[src/design/cbsr_pkg.sv]
// Constants shared by the cell balance status and readback block.
// Assumes a 125 MHz system clock and a 32-bit classic Wishbone slave port.
package cbsr_pkg;

    // ------------------------------------------------------------------
    // Clock and timing
    // ------------------------------------------------------------------
    localparam int unsigned CLK_FREQ_HZ = 125_000_000;
    localparam int unsigned TIMER_TICK_S = 1;
    localparam int unsigned TICK_CYCLES = CLK_FREQ_HZ * TIMER_TICK_S;
    localparam logic [11:0] SECS_PER_SEC = 12'h001;
    localparam logic [11:0] SECS_PER_MIN = 12'h03c;
    localparam logic [11:0] SECS_PER_HOUR = 12'he10;

    // ------------------------------------------------------------------
    // Register indices; the byte address is four times the index
    // ------------------------------------------------------------------
    localparam logic [7:0] IDX_CONTROL = 8'h80;
    localparam logic [7:0] IDX_STATUS = 8'h81;
    localparam logic [7:0] IDX_UV_EXIT = 8'h82;
    localparam logic [7:0] IDX_XFER = 8'h83;
    localparam logic [7:0] IDX_EXPIRY = 8'h84;
    localparam logic [7:0] IDX_IRQ_STAT = 8'h85;
    localparam logic [7:0] IDX_IRQ_CLR = 8'h86;
    localparam logic [7:0] IDX_IRQ_EN = 8'h87;

    // ------------------------------------------------------------------
    // Field positions
    // ------------------------------------------------------------------
    localparam int unsigned MODE_HI = 13;
    localparam int unsigned MODE_LO = 11;
    localparam int unsigned HOLD_HI = 9;
    localparam int unsigned HOLD_LO = 8;
    localparam int unsigned MEAS_HI = 1;
    localparam int unsigned MEAS_LO = 0;
    localparam int unsigned ACT_HI = 15;
    localparam int unsigned ACT_LO = 14;
    localparam int unsigned UNIT_HI = 13;
    localparam int unsigned UNIT_LO = 12;
    localparam int unsigned RDY_BIT = 13;
    localparam int unsigned SCAN_BIT = 0;
    localparam int unsigned NUM_CELLS = 14;
    localparam int unsigned NUM_EVENTS = 4;

    // ------------------------------------------------------------------
    // Codes and reset values
    // ------------------------------------------------------------------
    localparam logic [2:0] MODE_OFF = 3'h0;
    localparam logic [2:0] MODE_EMERG = 3'h1;
    localparam logic [2:0] MODE_MAN_SEC = 3'h2;
    localparam logic [2:0] MODE_MAN_MIN = 3'h3;
    localparam logic [1:0] ACT_OFF = 2'h0;
    localparam logic [1:0] ACT_RUN = 2'h1;
    localparam logic [1:0] ACT_DONE = 2'h2;
    localparam logic [1:0] ACT_HALT = 2'h3;
    localparam logic [1:0] UNIT_NONE = 2'h0;
    localparam logic [1:0] UNIT_SEC = 2'h1;
    localparam logic [1:0] UNIT_MIN = 2'h2;
    localparam logic [1:0] UNIT_HOUR = 2'h3;
    localparam logic [9:0] EXPIRY_INFINITE = 10'h3ff;
    localparam logic [9:0] EXPIRY_RESET = 10'h000;
    localparam logic [15:0] CONTROL_RESET = 16'h0000;

    // Activity states, one-hot.
    typedef enum logic [3:0] {
        CBSR_ST_OFF = 4'h1,
        CBSR_ST_RUN = 4'h2,
        CBSR_ST_DONE = 4'h4,
        CBSR_ST_HALT = 4'h8
    } cbsr_state_t;

endpackage : cbsr_pkg

[src/design/cbsr_top.sv]
// Cell balance status and readback register bank with timer and flags.
// Assumes a Wishbone classic master, and measurement, alert and cell
// configuration inputs from logic on the same clock.
`timescale 1ns/1ps

module cbsr_top
    import cbsr_pkg::*;
#(
    parameter int unsigned TICK_CYCLES_P = TICK_CYCLES
)(
    input wire logic clock_i,
    input wire logic rst_n_i,
    input wire logic wb_cyc_i,
    input wire logic wb_stb_i,
    input wire logic wb_we_i,
    input wire logic [9:0] wb_adr_i,
    input wire logic [3:0] wb_sel_i,
    input wire logic [31:0] wb_dat_i,
    output logic [31:0] wb_dat_o,
    output logic wb_ack_o,
    input wire logic [13:0] cell_below_uv_i,
    input wire logic [13:0] cell_switch_allow_i,
    input wire logic [13:0] cell_measure_enable_i,
    input wire logic [13:0] cell_polarity_select_i,
    input wire logic balance_thermal_exit_alert_i,
    input wire logic balance_timeout_alert_i,
    input wire logic balance_cal_fault_alert_i,
    input wire logic results_moved_i,
    output logic iir_to_result_strobe_o,
    output logic result_ready_flag_o,
    output logic [13:0] cell_balance_on_o,
    output logic [1:0] activity_o,
    output logic irq_o
);

    // ------------------------------------------------------------------
    // Bus decode
    // ------------------------------------------------------------------
    logic ack_q;
    logic [31:0] rdata_q;
    wire req = wb_cyc_i & wb_stb_i;
    wire fire = req & ack_q;
    wire wr = fire & wb_we_i;
    wire [7:0] idx = wb_adr_i[9:2];
    wire lo_en = wb_sel_i[0];
    wire hi_en = wb_sel_i[1];
    wire wr_ctrl = wr & (idx == IDX_CONTROL);
    wire wr_xfer = wr & (idx == IDX_XFER);
    wire wr_exp = wr & (idx == IDX_EXPIRY);
    wire wr_iclr = wr & (idx == IDX_IRQ_CLR) & lo_en;
    wire wr_ien = wr & (idx == IDX_IRQ_EN) & lo_en;

    // ------------------------------------------------------------------
    // Control and expiry storage
    // ------------------------------------------------------------------
    logic [15:0] ctrl_q;
    logic [9:0] expiry_q;
    wire [15:0] ctrl_wdata = {hi_en ? wb_dat_i[15:8] : ctrl_q[15:8],
                              lo_en ? wb_dat_i[7:0] : ctrl_q[7:0]};
    // Only mode, hold select and measurement enable are stored.
    wire [15:0] ctrl_mask = 16'h3b03;
    wire [2:0] mode = ctrl_q[MODE_HI:MODE_LO];
    wire [1:0] hold_sel = ctrl_q[HOLD_HI:HOLD_LO];
    wire [1:0] meas_en = ctrl_q[MEAS_HI:MEAS_LO];
    wire [2:0] new_mode = ctrl_wdata[MODE_HI:MODE_LO];
    wire [9:0] exp_wdata = {hi_en ? wb_dat_i[9:8] : expiry_q[9:8],
                            lo_en ? wb_dat_i[7:0] : expiry_q[7:0]};

    // Software writes the configuration; a control write itself restarts work.
    always_ff @(posedge clock_i)
    begin
        if (!rst_n_i)
        begin
            ctrl_q <= CONTROL_RESET;
            expiry_q <= EXPIRY_RESET;
        end
        else
        begin
            if (wr_ctrl)
                ctrl_q <= ctrl_wdata & ctrl_mask;
            if (wr_exp)
                expiry_q <= exp_wdata;
        end
    end

    // ------------------------------------------------------------------
    // Timer unit and prescalers
    // ------------------------------------------------------------------
    wire manual = (mode == MODE_MAN_SEC) | (mode == MODE_MAN_MIN);
    wire auto_mode = mode[2];
    // Off has no unit, emergency counts hours, other odd codes minutes, even codes seconds.
    wire [1:0] unit = (mode == MODE_OFF) ? UNIT_NONE :
                      (mode == MODE_EMERG) ? UNIT_HOUR :
                      mode[0] ? UNIT_MIN : UNIT_SEC;
    wire [11:0] unit_secs = (unit == UNIT_HOUR) ? SECS_PER_HOUR :
                            (unit == UNIT_MIN) ? SECS_PER_MIN :
                            SECS_PER_SEC;

    cbsr_state_t state_q;
    cbsr_state_t state_d;
    logic [26:0] cyc_cnt_q;
    logic [11:0] sec_cnt_q;
    logic [9:0] timer_q;
    wire restart = wr_ctrl;
    wire running = (state_q == CBSR_ST_RUN);
    wire sec_tick = (cyc_cnt_q == 27'(TICK_CYCLES_P - 1));
    wire unit_tick = sec_tick & (sec_cnt_q == unit_secs - 12'h001);
    wire infinite = (expiry_q == EXPIRY_INFINITE);
    wire expired = running & ~infinite & (timer_q == expiry_q);

    // Seconds prescaler and elapsed counter; 10-bit wrap is deliberate.
    always_ff @(posedge clock_i)
    begin
        if (!rst_n_i || restart || !running)
        begin
            cyc_cnt_q <= 27'h0000000;
            sec_cnt_q <= 12'h000;
        end
        else
        begin
            cyc_cnt_q <= sec_tick ? 27'h0000000 : cyc_cnt_q + 27'h0000001;
            if (sec_tick)
                sec_cnt_q <= unit_tick ? 12'h000 : sec_cnt_q + 12'h001;
        end
    end

    // The elapsed count advances one unit per unit tick while running.
    always_ff @(posedge clock_i)
    begin
        if (!rst_n_i || restart)
            timer_q <= 10'h000;
        else if (running && unit_tick && !expired)
            timer_q <= timer_q + 10'h001;
    end

    // ------------------------------------------------------------------
    // Undervoltage exit flags
    // ------------------------------------------------------------------
    logic [13:0] uv_flag_q;
    logic [13:0] uv_set;
    wire uv_check = running & auto_mode & (meas_en == 2'h3);
    genvar g;
    generate
        for (g = 0; g < NUM_CELLS; g = g + 1)
        begin : g_cell
            // A cell without a usable unipolar measurement cannot be
            // checked, so it is ended with its flag raised.
            wire unsupported = ~cell_measure_enable_i[g] |
                               cell_polarity_select_i[g];
            assign uv_set[g] = uv_check & cell_switch_allow_i[g] &
                               (cell_below_uv_i[g] | unsupported);
        end
    endgenerate
    wire all_exit = uv_check & ((uv_flag_q | ~cell_switch_allow_i) ==
                                14'h3fff) & (cell_switch_allow_i != 14'h0);

    // Flags persist until disable or a new start via the control write.
    always_ff @(posedge clock_i)
    begin
        if (!rst_n_i || restart)
            uv_flag_q <= 14'h0000;
        else
            uv_flag_q <= uv_flag_q | uv_set;
    end

    // ------------------------------------------------------------------
    // Activity state machine
    // ------------------------------------------------------------------
    wire halt_evt = balance_thermal_exit_alert_i | balance_timeout_alert_i |
                    balance_cal_fault_alert_i;

    // Disable wins, a control write starts anew, then halts, then ends.
    always_comb
    begin
        state_d = state_q;
        if (restart)
            state_d = (new_mode == MODE_OFF) ? CBSR_ST_OFF : CBSR_ST_RUN;
        else
            unique case (state_q)
                CBSR_ST_OFF: state_d = CBSR_ST_OFF;
                CBSR_ST_RUN:
                begin
                    if (halt_evt)
                        state_d = CBSR_ST_HALT;
                    else if (expired || all_exit)
                        state_d = CBSR_ST_DONE;
                end
                CBSR_ST_DONE: state_d = CBSR_ST_DONE;
                CBSR_ST_HALT: state_d = CBSR_ST_HALT;
                default: state_d = CBSR_ST_OFF;
            endcase
    end

    always_ff @(posedge clock_i)
    begin
        if (!rst_n_i)
            state_q <= CBSR_ST_OFF;
        else
            state_q <= state_d;
    end

    wire [1:0] act_code = (state_q == CBSR_ST_RUN) ? ACT_RUN :
                          (state_q == CBSR_ST_DONE) ? ACT_DONE :
                          (state_q == CBSR_ST_HALT) ? ACT_HALT :
                          ACT_OFF;
    // Hold extension after a completed run shows the governing expiry.
    wire [9:0] timer_view = ((state_q == CBSR_ST_DONE) && hold_sel[1]) ?
                            expiry_q : timer_q;

    // ------------------------------------------------------------------
    // Transfer strobe and result-ready flag
    // ------------------------------------------------------------------
    logic ready_q;
    logic strobe_q;
    logic xfer_pend_q;
    wire scan_allowed = (mode != MODE_OFF) & ~manual &
                        meas_en[1];
    wire scan_req = wr_xfer & lo_en & wb_dat_i[SCAN_BIT] & scan_allowed;
    wire ready_clr = wr_xfer & hi_en & ~wb_dat_i[RDY_BIT];
    wire ready_set = results_moved_i;

    // The strobe is a one-cycle pulse; the ready flag's set beats clear.
    always_ff @(posedge clock_i)
    begin
        if (!rst_n_i)
        begin
            strobe_q <= 1'b0;
            xfer_pend_q <= 1'b0;
            ready_q <= 1'b0;
        end
        else
        begin
            strobe_q <= scan_req;
            xfer_pend_q <= scan_req | (xfer_pend_q & ~results_moved_i);
            if (ready_set)
                ready_q <= 1'b1;
            else if (ready_clr)
                ready_q <= 1'b0;
        end
    end

    // ------------------------------------------------------------------
    // Interrupt status, clear and enable
    // ------------------------------------------------------------------
    logic [3:0] irq_stat_q;
    logic [3:0] irq_en_q;
    wire entering_done = running & (state_d == CBSR_ST_DONE);
    wire entering_halt = running & (state_d == CBSR_ST_HALT);
    wire [3:0] evt = {ready_set & ~ready_q, entering_halt, entering_done,
                      |(uv_set & ~uv_flag_q)};
    wire [3:0] clr_bits = wr_iclr ? wb_dat_i[NUM_EVENTS-1:0] : 4'h0;

    // Events set sticky bits; a set in the clear cycle is kept.
    always_ff @(posedge clock_i)
    begin
        if (!rst_n_i)
        begin
            irq_stat_q <= 4'h0;
            irq_en_q <= 4'h0;
            irq_o <= 1'b0;
        end
        else
        begin
            irq_stat_q <= (irq_stat_q & ~clr_bits) | evt;
            if (wr_ien)
                irq_en_q <= wb_dat_i[NUM_EVENTS-1:0];
            irq_o <= |(((irq_stat_q & ~clr_bits) | evt) & irq_en_q);
        end
    end

    // ------------------------------------------------------------------
    // Read mux and acknowledge
    // ------------------------------------------------------------------
    wire [15:0] rd_status = {act_code, unit, 2'h0, timer_view};
    wire [15:0] rd_uv = {act_code, uv_flag_q};
    wire [15:0] rd_xfer = {act_code, ready_q, 13'h0000};
    wire [15:0] rd_sel = (idx == IDX_CONTROL) ? ctrl_q :
                         (idx == IDX_STATUS) ? rd_status :
                         (idx == IDX_UV_EXIT) ? rd_uv :
                         (idx == IDX_XFER) ? rd_xfer :
                         (idx == IDX_EXPIRY) ? {6'h00, expiry_q} :
                         (idx == IDX_IRQ_STAT) ? {12'h000, irq_stat_q} :
                         (idx == IDX_IRQ_EN) ? {12'h000, irq_en_q} :
                         16'h0000;

    // Ack follows one cycle after the request and drops the next cycle.
    always_ff @(posedge clock_i)
    begin
        if (!rst_n_i)
        begin
            ack_q <= 1'b0;
            rdata_q <= 32'h00000000;
        end
        else
        begin
            ack_q <= req & ~ack_q;
            if (req && !ack_q)
                rdata_q <= {16'h0000, rd_sel};
        end
    end

    // Registered copies of the balance switch enables and the activity code.
    always_ff @(posedge clock_i)
    begin
        if (!rst_n_i)
        begin
            cell_balance_on_o <= 14'h0000;
            activity_o <= ACT_OFF;
        end
        else
        begin
            cell_balance_on_o <= running ? (cell_switch_allow_i &
                                 ~uv_flag_q & ~uv_set) : 14'h0000;
            activity_o <= act_code;
        end
    end

    assign wb_ack_o = ack_q;
    assign wb_dat_o = rdata_q;
    assign iir_to_result_strobe_o = strobe_q;
    assign result_ready_flag_o = ready_q;

endmodule : cbsr_top

[config.mk]
export PLATFORM = sky130hd
export DESIGN_NAME = cbsr_top
export DESIGN_NICKNAME = d
export VERILOG_FILES = /design/src/design/cbsr_pkg.sv /design/src/design/cbsr_top.sv
export SDC_FILE = /design/constraint.sdc
export NUM_CORES = 1
export LEC_CHECK = 0
export BUFFER_PORTS_ARGS = -buffer_cell sky130_fd_sc_hd__buf_4
export CAP_MARGIN = 20
export CORE_MARGIN = 2
export CORE_UTILIZATION = 45
export DETAILED_ROUTE_END_ITERATION = 8
export GPL_TIMING_DRIVEN = 0
export PLACE_DENSITY = 0.7
export REMOVE_ABC_BUFFERS = 1
export SYNTH_ARGS = -nofsm -noshare
export SYNTH_HDL_FRONTEND = slang
export SYNTH_SLANG_ARGS = --single-unit
[constraint.sdc]
create_clock -name clock_i -period 5.4 [get_ports clock_i]
set_input_delay 1.62 -clock clock_i [delete_from_list [all_inputs] [get_ports clock_i]]
set_output_delay 1.62 -clock clock_i [all_outputs]
set_load 0.02 [all_outputs]
==> flow_metrics.tcl, run 1 <==
set metrics [dict create \
    status "completed" \
    synth.most_common_cell "dfxtp_1" \
    synthCells 749 \
    cp.arrival_ns 3.96 \
    yosys-top-cells-area "dfxtp_1 (41%), nor2_1 (6.6%), mux2i_1 (5.9%)" \
    synth_top_area_cell "dfxtp_1" \
    rsz0062_at_grt "false" \
    fill_cells 1324 \
    design_power_total_uw 2220 \
    cp.required_ns 5.73 \
    tightest_slew_ns 1.01 \
    initial_core_util_pct 45.7 \
    synth-edff-count 0 \
    cts_sinks 128 \
    dieWidth_um 122 \
    areaGrowthSynthToFinish_pct 24.6 \
    holdCritPathClass "reg -> reg" \
    cts_tree "done" \
    worst_slack_ns 1.78 \
    dp.final_hpwl_um 12600 \
    h-tree-depth 4 \
    finalHoldViolations 0 \
    skew_ns 0.00680 \
    criticalPathCategory "in -> reg" \
    track_usage_pct 23.1 \
    synth-seq-area-share_pct 40.7 \
    tns_ns 0 \
    period_needed_ns 3.62 \
    antenna_found_initial 0 \
    power_density_mw_per_mm2 282 \
    power_leakage_uw 0.00295 \
    gp_congestion 0.888 \
    cts_root_buffer "clkbuf_16" \
    max-cap-violations 0 \
    clock_latency_ns 0.42 \
    final_nets 975 \
    post_cts_buffers 0 \
    die-area_mm2 0.0150 \
    clkTransAtPathRegs_ns 0.05 \
    syn_area_mm2 0.00630 \
    pre_cts_ws_ns 1.37 \
    pin_count 163 \
    drv_slew 0 \
    vias_per_cell 5.51 \
    holdBufCountCts 0 \
    start_kind "primary input" \
    grt_pass1_vias 5265 \
    cts_inserted_buffers 17 \
    synthFlopType "dfxtp_1" \
    die_h_um 122 \
    setup_viol 0 \
    wl_per_cell_um 16.0 \
    synth-seq-cells 128 \
    drive_above_1_share_pct 19.4 \
    grt_overflow 0 \
    drt_pass1_iterations 5 \
    rows 43 \
    end_kind "flop" \
    slew_headroom_pct 32.8 \
    period_share_pct 67.1 \
    grt_max_degree 32 \
    core_area_mm2 0.0138 \
    drc_errors 0 \
    drtIter0Drc 417 \
    synth.avg_cell_area_um2 8.41 \
    yosysWarnings 0 \
    synthArstFlopShare_pct 0 \
    drtAntennaViolNets 0 \
    cp_max_fo 31 \
    clock.fmax_mhz 276 \
    cts_resized 0 \
    numPortBuffers 123 \
    ys_top_cells_by_count "dfxtp_1 (128), nor2_1 (110), nand2_1 (66), a21oi_1 (42), mux2i_1 (37)" \
    diodes 0 \
    finalNonFillerCells 1053 \
    ir_drop_uv 159 \
    ys_types 61 \
    synth_top_area_share_pct 40.7 \
    cts_max_path_buffers 2 \
    dp.cells 1022 \
    routed_wl_um 16800 \
    num_vias 5803 \
    grt_pass1_wl_um 26800 \
]
[logic make-up (layout without fill, tap and decap cells)]
family / after synthesis / in the layout / share of synthesized area (%)
AO/OA/AOI/OAI: 110 / 110 / 10.6
XOR/XNOR: 43 / 43 / 5.98
adder cells (fa/ha/maj): 3 / 3 / 0.596
buffers and inverters: 59 / 168 / 4.63
flip-flops: 128 / 128 / 40.7
multiplexers: 42 / 42 / 6.78
other: 1 / 16 / 0.0596
AND/OR/NAND/NOR: 363 / 363 / 30.6
[cell usage in the layout, fill, tap and decap left out, types with 5 or more instances in the layout]
| cell | synthesis | routed |
|---|---|---|
| a21oi_1 | 42 | 42 |
| a221oi_1 | 8 | 8 |
| and3_1 | 11 | 11 |
| buf_4 | 16 | 123 |
| clkbuf_16 | 0 | 17 |
| conb_1 | 1 | 16 |
| dfxtp_1 | 128 | 128 |
| inv_1 | 14 | 14 |
| mux2_2 | 5 | 5 |
| mux2i_1 | 37 | 37 |
| nand2_1 | 66 | 66 |
| nand2b_1 | 28 | 28 |
| nand3_1 | 25 | 25 |
| nand4_1 | 31 | 31 |
| nor2_1 | 110 | 110 |
| nor3_1 | 27 | 27 |
| nor3b_1 | 14 | 14 |
| nor4_1 | 11 | 11 |
| o21ai_0 | 27 | 27 |
| o22ai_1 | 9 | 9 |
| or3_1 | 6 | 6 |
| xnor2_1 | 17 | 17 |
| xor2_1 | 26 | 26 |
[sequential cells by signal (all words and copies together) (netlist names), 7 cells and up]
name	cells
timer_q	10
cell_balance_on_o	14
cyc_cnt_q	27
wb_dat_o	16
ctrl_q	7
sec_cnt_q	12
uv_flag_q	14
expiry_q	10
[path summary, 6_finish.rpt]
kind,from,end,slack (ns),depth (start not counted)
min reg2reg,cyc_cnt_q[0]$_SDFF_PP0_,cyc_cnt_q[0]$_SDFF_PP0_,0.47,1
max,rst_n_i,irq_o$_SDFF_PN0_,1.78,7
max reg2reg,state_q[1]$_SDFF_PN0_,irq_o$_SDFF_PN0_,2.48,6
min,cyc_cnt_q[0]$_SDFF_PP0_,cyc_cnt_q[0]$_SDFF_PP0_,0.47,1
[critical path: stages]
cell       delay (ns)
buf_4            0.26
inv_1            0.50
a41oi_2          0.97
nand3_1          0.24
o21ai_0          0.17
a2bb2oi_1        0.10
o2111ai_1        0.09
[layer usage]
| layer | part of all wire [%] | wire, um | vias to the layer above | GRT usage, % |
|---|---|---|---|---|
| li1 | - | - | 2862 | - |
| met1 | 46 | 7660 | 2627 | 32.2 |
| met2 | 43 | 7200 | 280 | 34.4 |
| met3 | 9.1 | 1530 | 34 | 5.53 |
| met4 | 2.6 | 436 | 0 | 9.27 |
| met5 | 0 | 0 | - | 0 |
[stage by stage]
stage / hold WS [ns] / instance area (um2) / util [%]
detailed placement: 0.453 / 7270 / 52.8
finish: 0.469 / 7850 / 57.0
CTS: 0.461 / 7850 / 57.0
global route: 0.467 / 7850 / 57.0
floorplan: 0.430 / 6110 / -
global placement: 0.444 / 7260 / 52.7
[layout make-up]
type                            count  area (um2)  share of cell area, %
Clock inverter                      6        80.1                   1.02
Multi-Input combinational cell    577        3510                   44.7
Inverter                           14        52.6                  0.670
Sequential cell                   128        2560                   32.7
Timing Repair Buffer              123         923                   11.8
Clock buffer                       25         495                   6.32
Tap cell                          180         225                   2.87
[report_power, final]
| part | internal (uW) | leakage [uW] | total [uW] | switching, uW |
|---|---|---|---|---|
| clock | 722 | 0.000287 | 1120 | 397 |
| combinational | 64.1 | 0.00163 | 142 | 77.9 |
| sequential | 951 | 0.00103 | 954 | 3.61 |
| total | 1740 | 0.00295 | 2220 | 479 |
Note: power is estimated with default switching activity, not from simulation.
==> run 2: changes to the inputs <==
--- a/config.mk
+++ b/config.mk
@@ -5,13 +5,14 @@
 export SDC_FILE = /design/constraint.sdc
 export NUM_CORES = 1
 export LEC_CHECK = 0
+export ABC_AREA = 1
 export BUFFER_PORTS_ARGS = -buffer_cell sky130_fd_sc_hd__buf_4
 export CAP_MARGIN = 20
 export CORE_MARGIN = 2
 export CORE_UTILIZATION = 45
 export DETAILED_ROUTE_END_ITERATION = 8
 export GPL_TIMING_DRIVEN = 0
-export PLACE_DENSITY = 0.7
+export PLACE_DENSITY = 0.69
 export REMOVE_ABC_BUFFERS = 1
 export SYNTH_ARGS = -nofsm -noshare
 export SYNTH_HDL_FRONTEND = slang
==> constraint.sdc (replaced) <==
create_clock -name clock_i -period 3.71 [get_ports clock_i]
set_input_delay 1.113 -clock clock_i [delete_from_list [all_inputs] [get_ports clock_i]]
set_output_delay 1.113 -clock clock_i [all_outputs]
set_load 0.02 [all_outputs]
==> flow_metrics.tcl, run 2 <==
set metrics [dict create \
    synth-seq-area-share_pct 37.5 \
    die_h_um 127 \
    grt_pass1_vias 6322 \
    synth.avg_cell_area_um2 6.87 \
    die-area_mm2 0.0162 \
    grt_pass1_wl_um 31000 \
    period_share_pct 94.0 \
    cp.required_ns 4.07 \
    synthArstFlopShare_pct 0 \
    gp_congestion 0.952 \
    start_kind "primary input" \
    tightest_slew_ns 0.884 \
    areaGrowthSynthToFinish_pct 23.0 \
    crit_path_top_delay_cell "clkinv_1" \
    clkTransAtPathRegs_ns 0.06 \
    critPathLaunch "rst_n_i" \
    r2r_slack_ns 1.32 \
    power_leakage_uw 0.00343 \
    yosys-top-cells-area "dfxtp_1 (37%), nand2_1 (11%), nor2_1 (7.4%)" \
    syn_area_mm2 0.00684 \
    fin_util_pct 55.9 \
    max_stage_delay_ns 0.73 \
    synth_top_area_share_pct 37.5 \
    clock_latency_ns 0.42 \
    num_vias 6931 \
    regMostFlops "cyc_cnt_q" \
    synth_top_family_by_area "simple AND/OR/NAND/NOR gates" \
    power_density_mw_per_mm2 373 \
    yosys.area_share.adder_pct 0.549 \
    muxShareOfSynthArea_pct 0 \
    cts_sinks 128 \
    cts_inserted_buffers 17 \
    period_needed_ns 3.49 \
    drv_slew 0 \
    grt_overflow 0 \
    max-cap-violations 0 \
    slew_headroom_pct 41.0 \
    worst_slack_ns 0.224 \
    power_frac_clock_pct 50.1 \
    cts_tree "done" \
    synth-seq-cells 128 \
    largest_reg_flops 27 \
    path_delay_family "buffers and inverters" \
    drive_above_1_share_pct 17.1 \
    synthCells 996 \
    track_usage_pct 23.9 \
    criticalPathCategory "in -> reg" \
    h-tree-depth 4 \
    mostFrequentLayoutCells "nand2_1 (196), nor2_1 (134), dfxtp_1 (128)" \
    drt_pass1_iterations 8 \
    synth.most_common_cell "nand2_1" \
    ys_types 46 \
    holdCritPathClass "reg -> reg" \
    skew_ns 0.00840 \
    rsz0062_at_grt "false" \
    dp.final_hpwl_um 14500 \
    vias_per_cell 5.25 \
    initial_core_util_pct 45.5 \
    clock.fmax_mhz 287 \
    pre_cts_ws_ns -0.188 \
    tns_ns 0 \
    ir_drop_uv 304 \
    ys_top_cells_by_count "nand2_1 (196), nor2_1 (134), dfxtp_1 (128), inv_1 (127), a21oi_1 (78)" \
    end_kind "flop" \
    drc_errors 0 \
    setup_viol 0 \
    cts_resized 0 \
    synthXorXnorAreaFrac_pct 2.95 \
    antenna_found_initial 0 \
    cp.arrival_ns 3.85 \
    layout_commonest_cell "nand2_1" \
    final_nets 1233 \
    finalHoldViolations 0 \
    p_sw_share_pct 23.0 \
    drtIter0Drc 501 \
    synthSimpleGateAreaFrac_pct 34.7 \
    cts_max_path_buffers 2 \
    grt_max_degree 29 \
    path_cells "buf_4 -> clkinv_1 -> nor2_1 -> inv_1 -> nor2_1 -> inv_2 -> nor2_4 -> inv_2 -> a21oi_1 -> o21a_1" \
    synth-edff-count 0 \
    pwr-share-seq_pct 44.1 \
    hold_start "cyc_cnt_q[0]$_SDFF_PP0_" \
    cp_max_fo 28 \
    status "completed" \
    post_cts_buffers 0 \
    cts_root_buffer "clkbuf_16" \
    diodes 0 \
    synth_top_area_cell "dfxtp_1" \
    pwr-share-comb_pct 5.8 \
    yosysWarnings 0 \
    core_area_mm2 0.0150 \
    numPortBuffers 123 \
    intPower_uw 2420 \
    drtAntennaViolNets 0 \
    dieWidth_um 127 \
    critPathBufInv 5 \
    pin_count 163 \
    holdBufCountCts 0 \
    p_sw_uw 723 \
    rows 45 \
    hold_slack_ns 0.454 \
    synth_compound_area_share_pct 13.7 \
    wl_per_cell_um 14.6 \
    r2r_start "state_q[1]$_SDFF_PN0_" \
    synthFlopType "dfxtp_1" \
    routed_wl_um 19200 \
]
## run 2: cell count changes in the layout (fill, tap and decap cells not counted), sizes merged, moves of 24 or more
| cell | change |
|---|---|
| a21oi | +36 |
| nand2b | -28 |
| nand2 | +133 |
| o21ai | +24 |
| inv | +121 |
| mux2i | -37 |
| nor2 | +36 |
## run 2: cell type report
type,instances,area (um2)
clock inverters,10,87.6
fillers,1449,6620
well taps,188,235
multi-input cells,710,3600
inverters,137,514
repair buffers,125,942
clock buffers,22,464
flip-flops and latches,128,2560
## run 2: stage by stage
| step | cell area [um2] | std cells | power, uW |
|---|---|---|---|
| 4_1_cts | 8400 | 1319 | 3160 |
| 3_3_place_gp | 7840 | 1286 | 1590 |
| 2_1_floorplan | 6680 | 975 | 1490 |
| 6_report | 8410 | 1320 | 3140 |
| 5_1_grt | 8410 | 1320 | 3230 |
| 3_5_place_dp | 7850 | 1287 | 1590 |
## run 2: power groups by stage
| stage | Clock [uW] | Sequential (uW) | Combinational, uW |
|---|---|---|---|
| after CTS | 1590 | 1380 | 181 |
| after floorplan | 0 | 1420 | 67.2 |
| final | 1570 | 1380 | 181 |
| after global placement | 0 | 1410 | 178 |
| after global routing | 1650 | 1380 | 197 |
| after detailed placement | 0 | 1410 | 180 |
## run 2: final timing paths
path / to / depth (start not counted)
hold reg to reg: cyc_cnt_q[0]$_SDFF_PP0_ / 1
hold / removal: cyc_cnt_q[0]$_SDFF_PP0_ / 1
setup reg to reg: wb_dat_o[8]$_SDFFE_PN0P_ / 8
setup / recovery: cyc_cnt_q[26]$_SDFF_PP0_ / 10
## run 2: routing by layer
metal	share of wire, %	vias to the layer above	wire [um]	track usage, %
li1	-	3505	-	-
met1	47	3136	8950	33.3
met2	45	261	8570	37.6
met3	7.1	29	1370	4.86
met4	1.7	0	334	6.59
met5	0	-	0	0
## run 2: cells by family (layout without fill, tap and decap cells)
logic type	count (synthesis)	count (layout)
buf+inv	173	294
xor+xnor	23	23
other cells	1	16
compound gates	166	166
flops	128	128
fa+ha+maj	3	3
simple gates	502	502
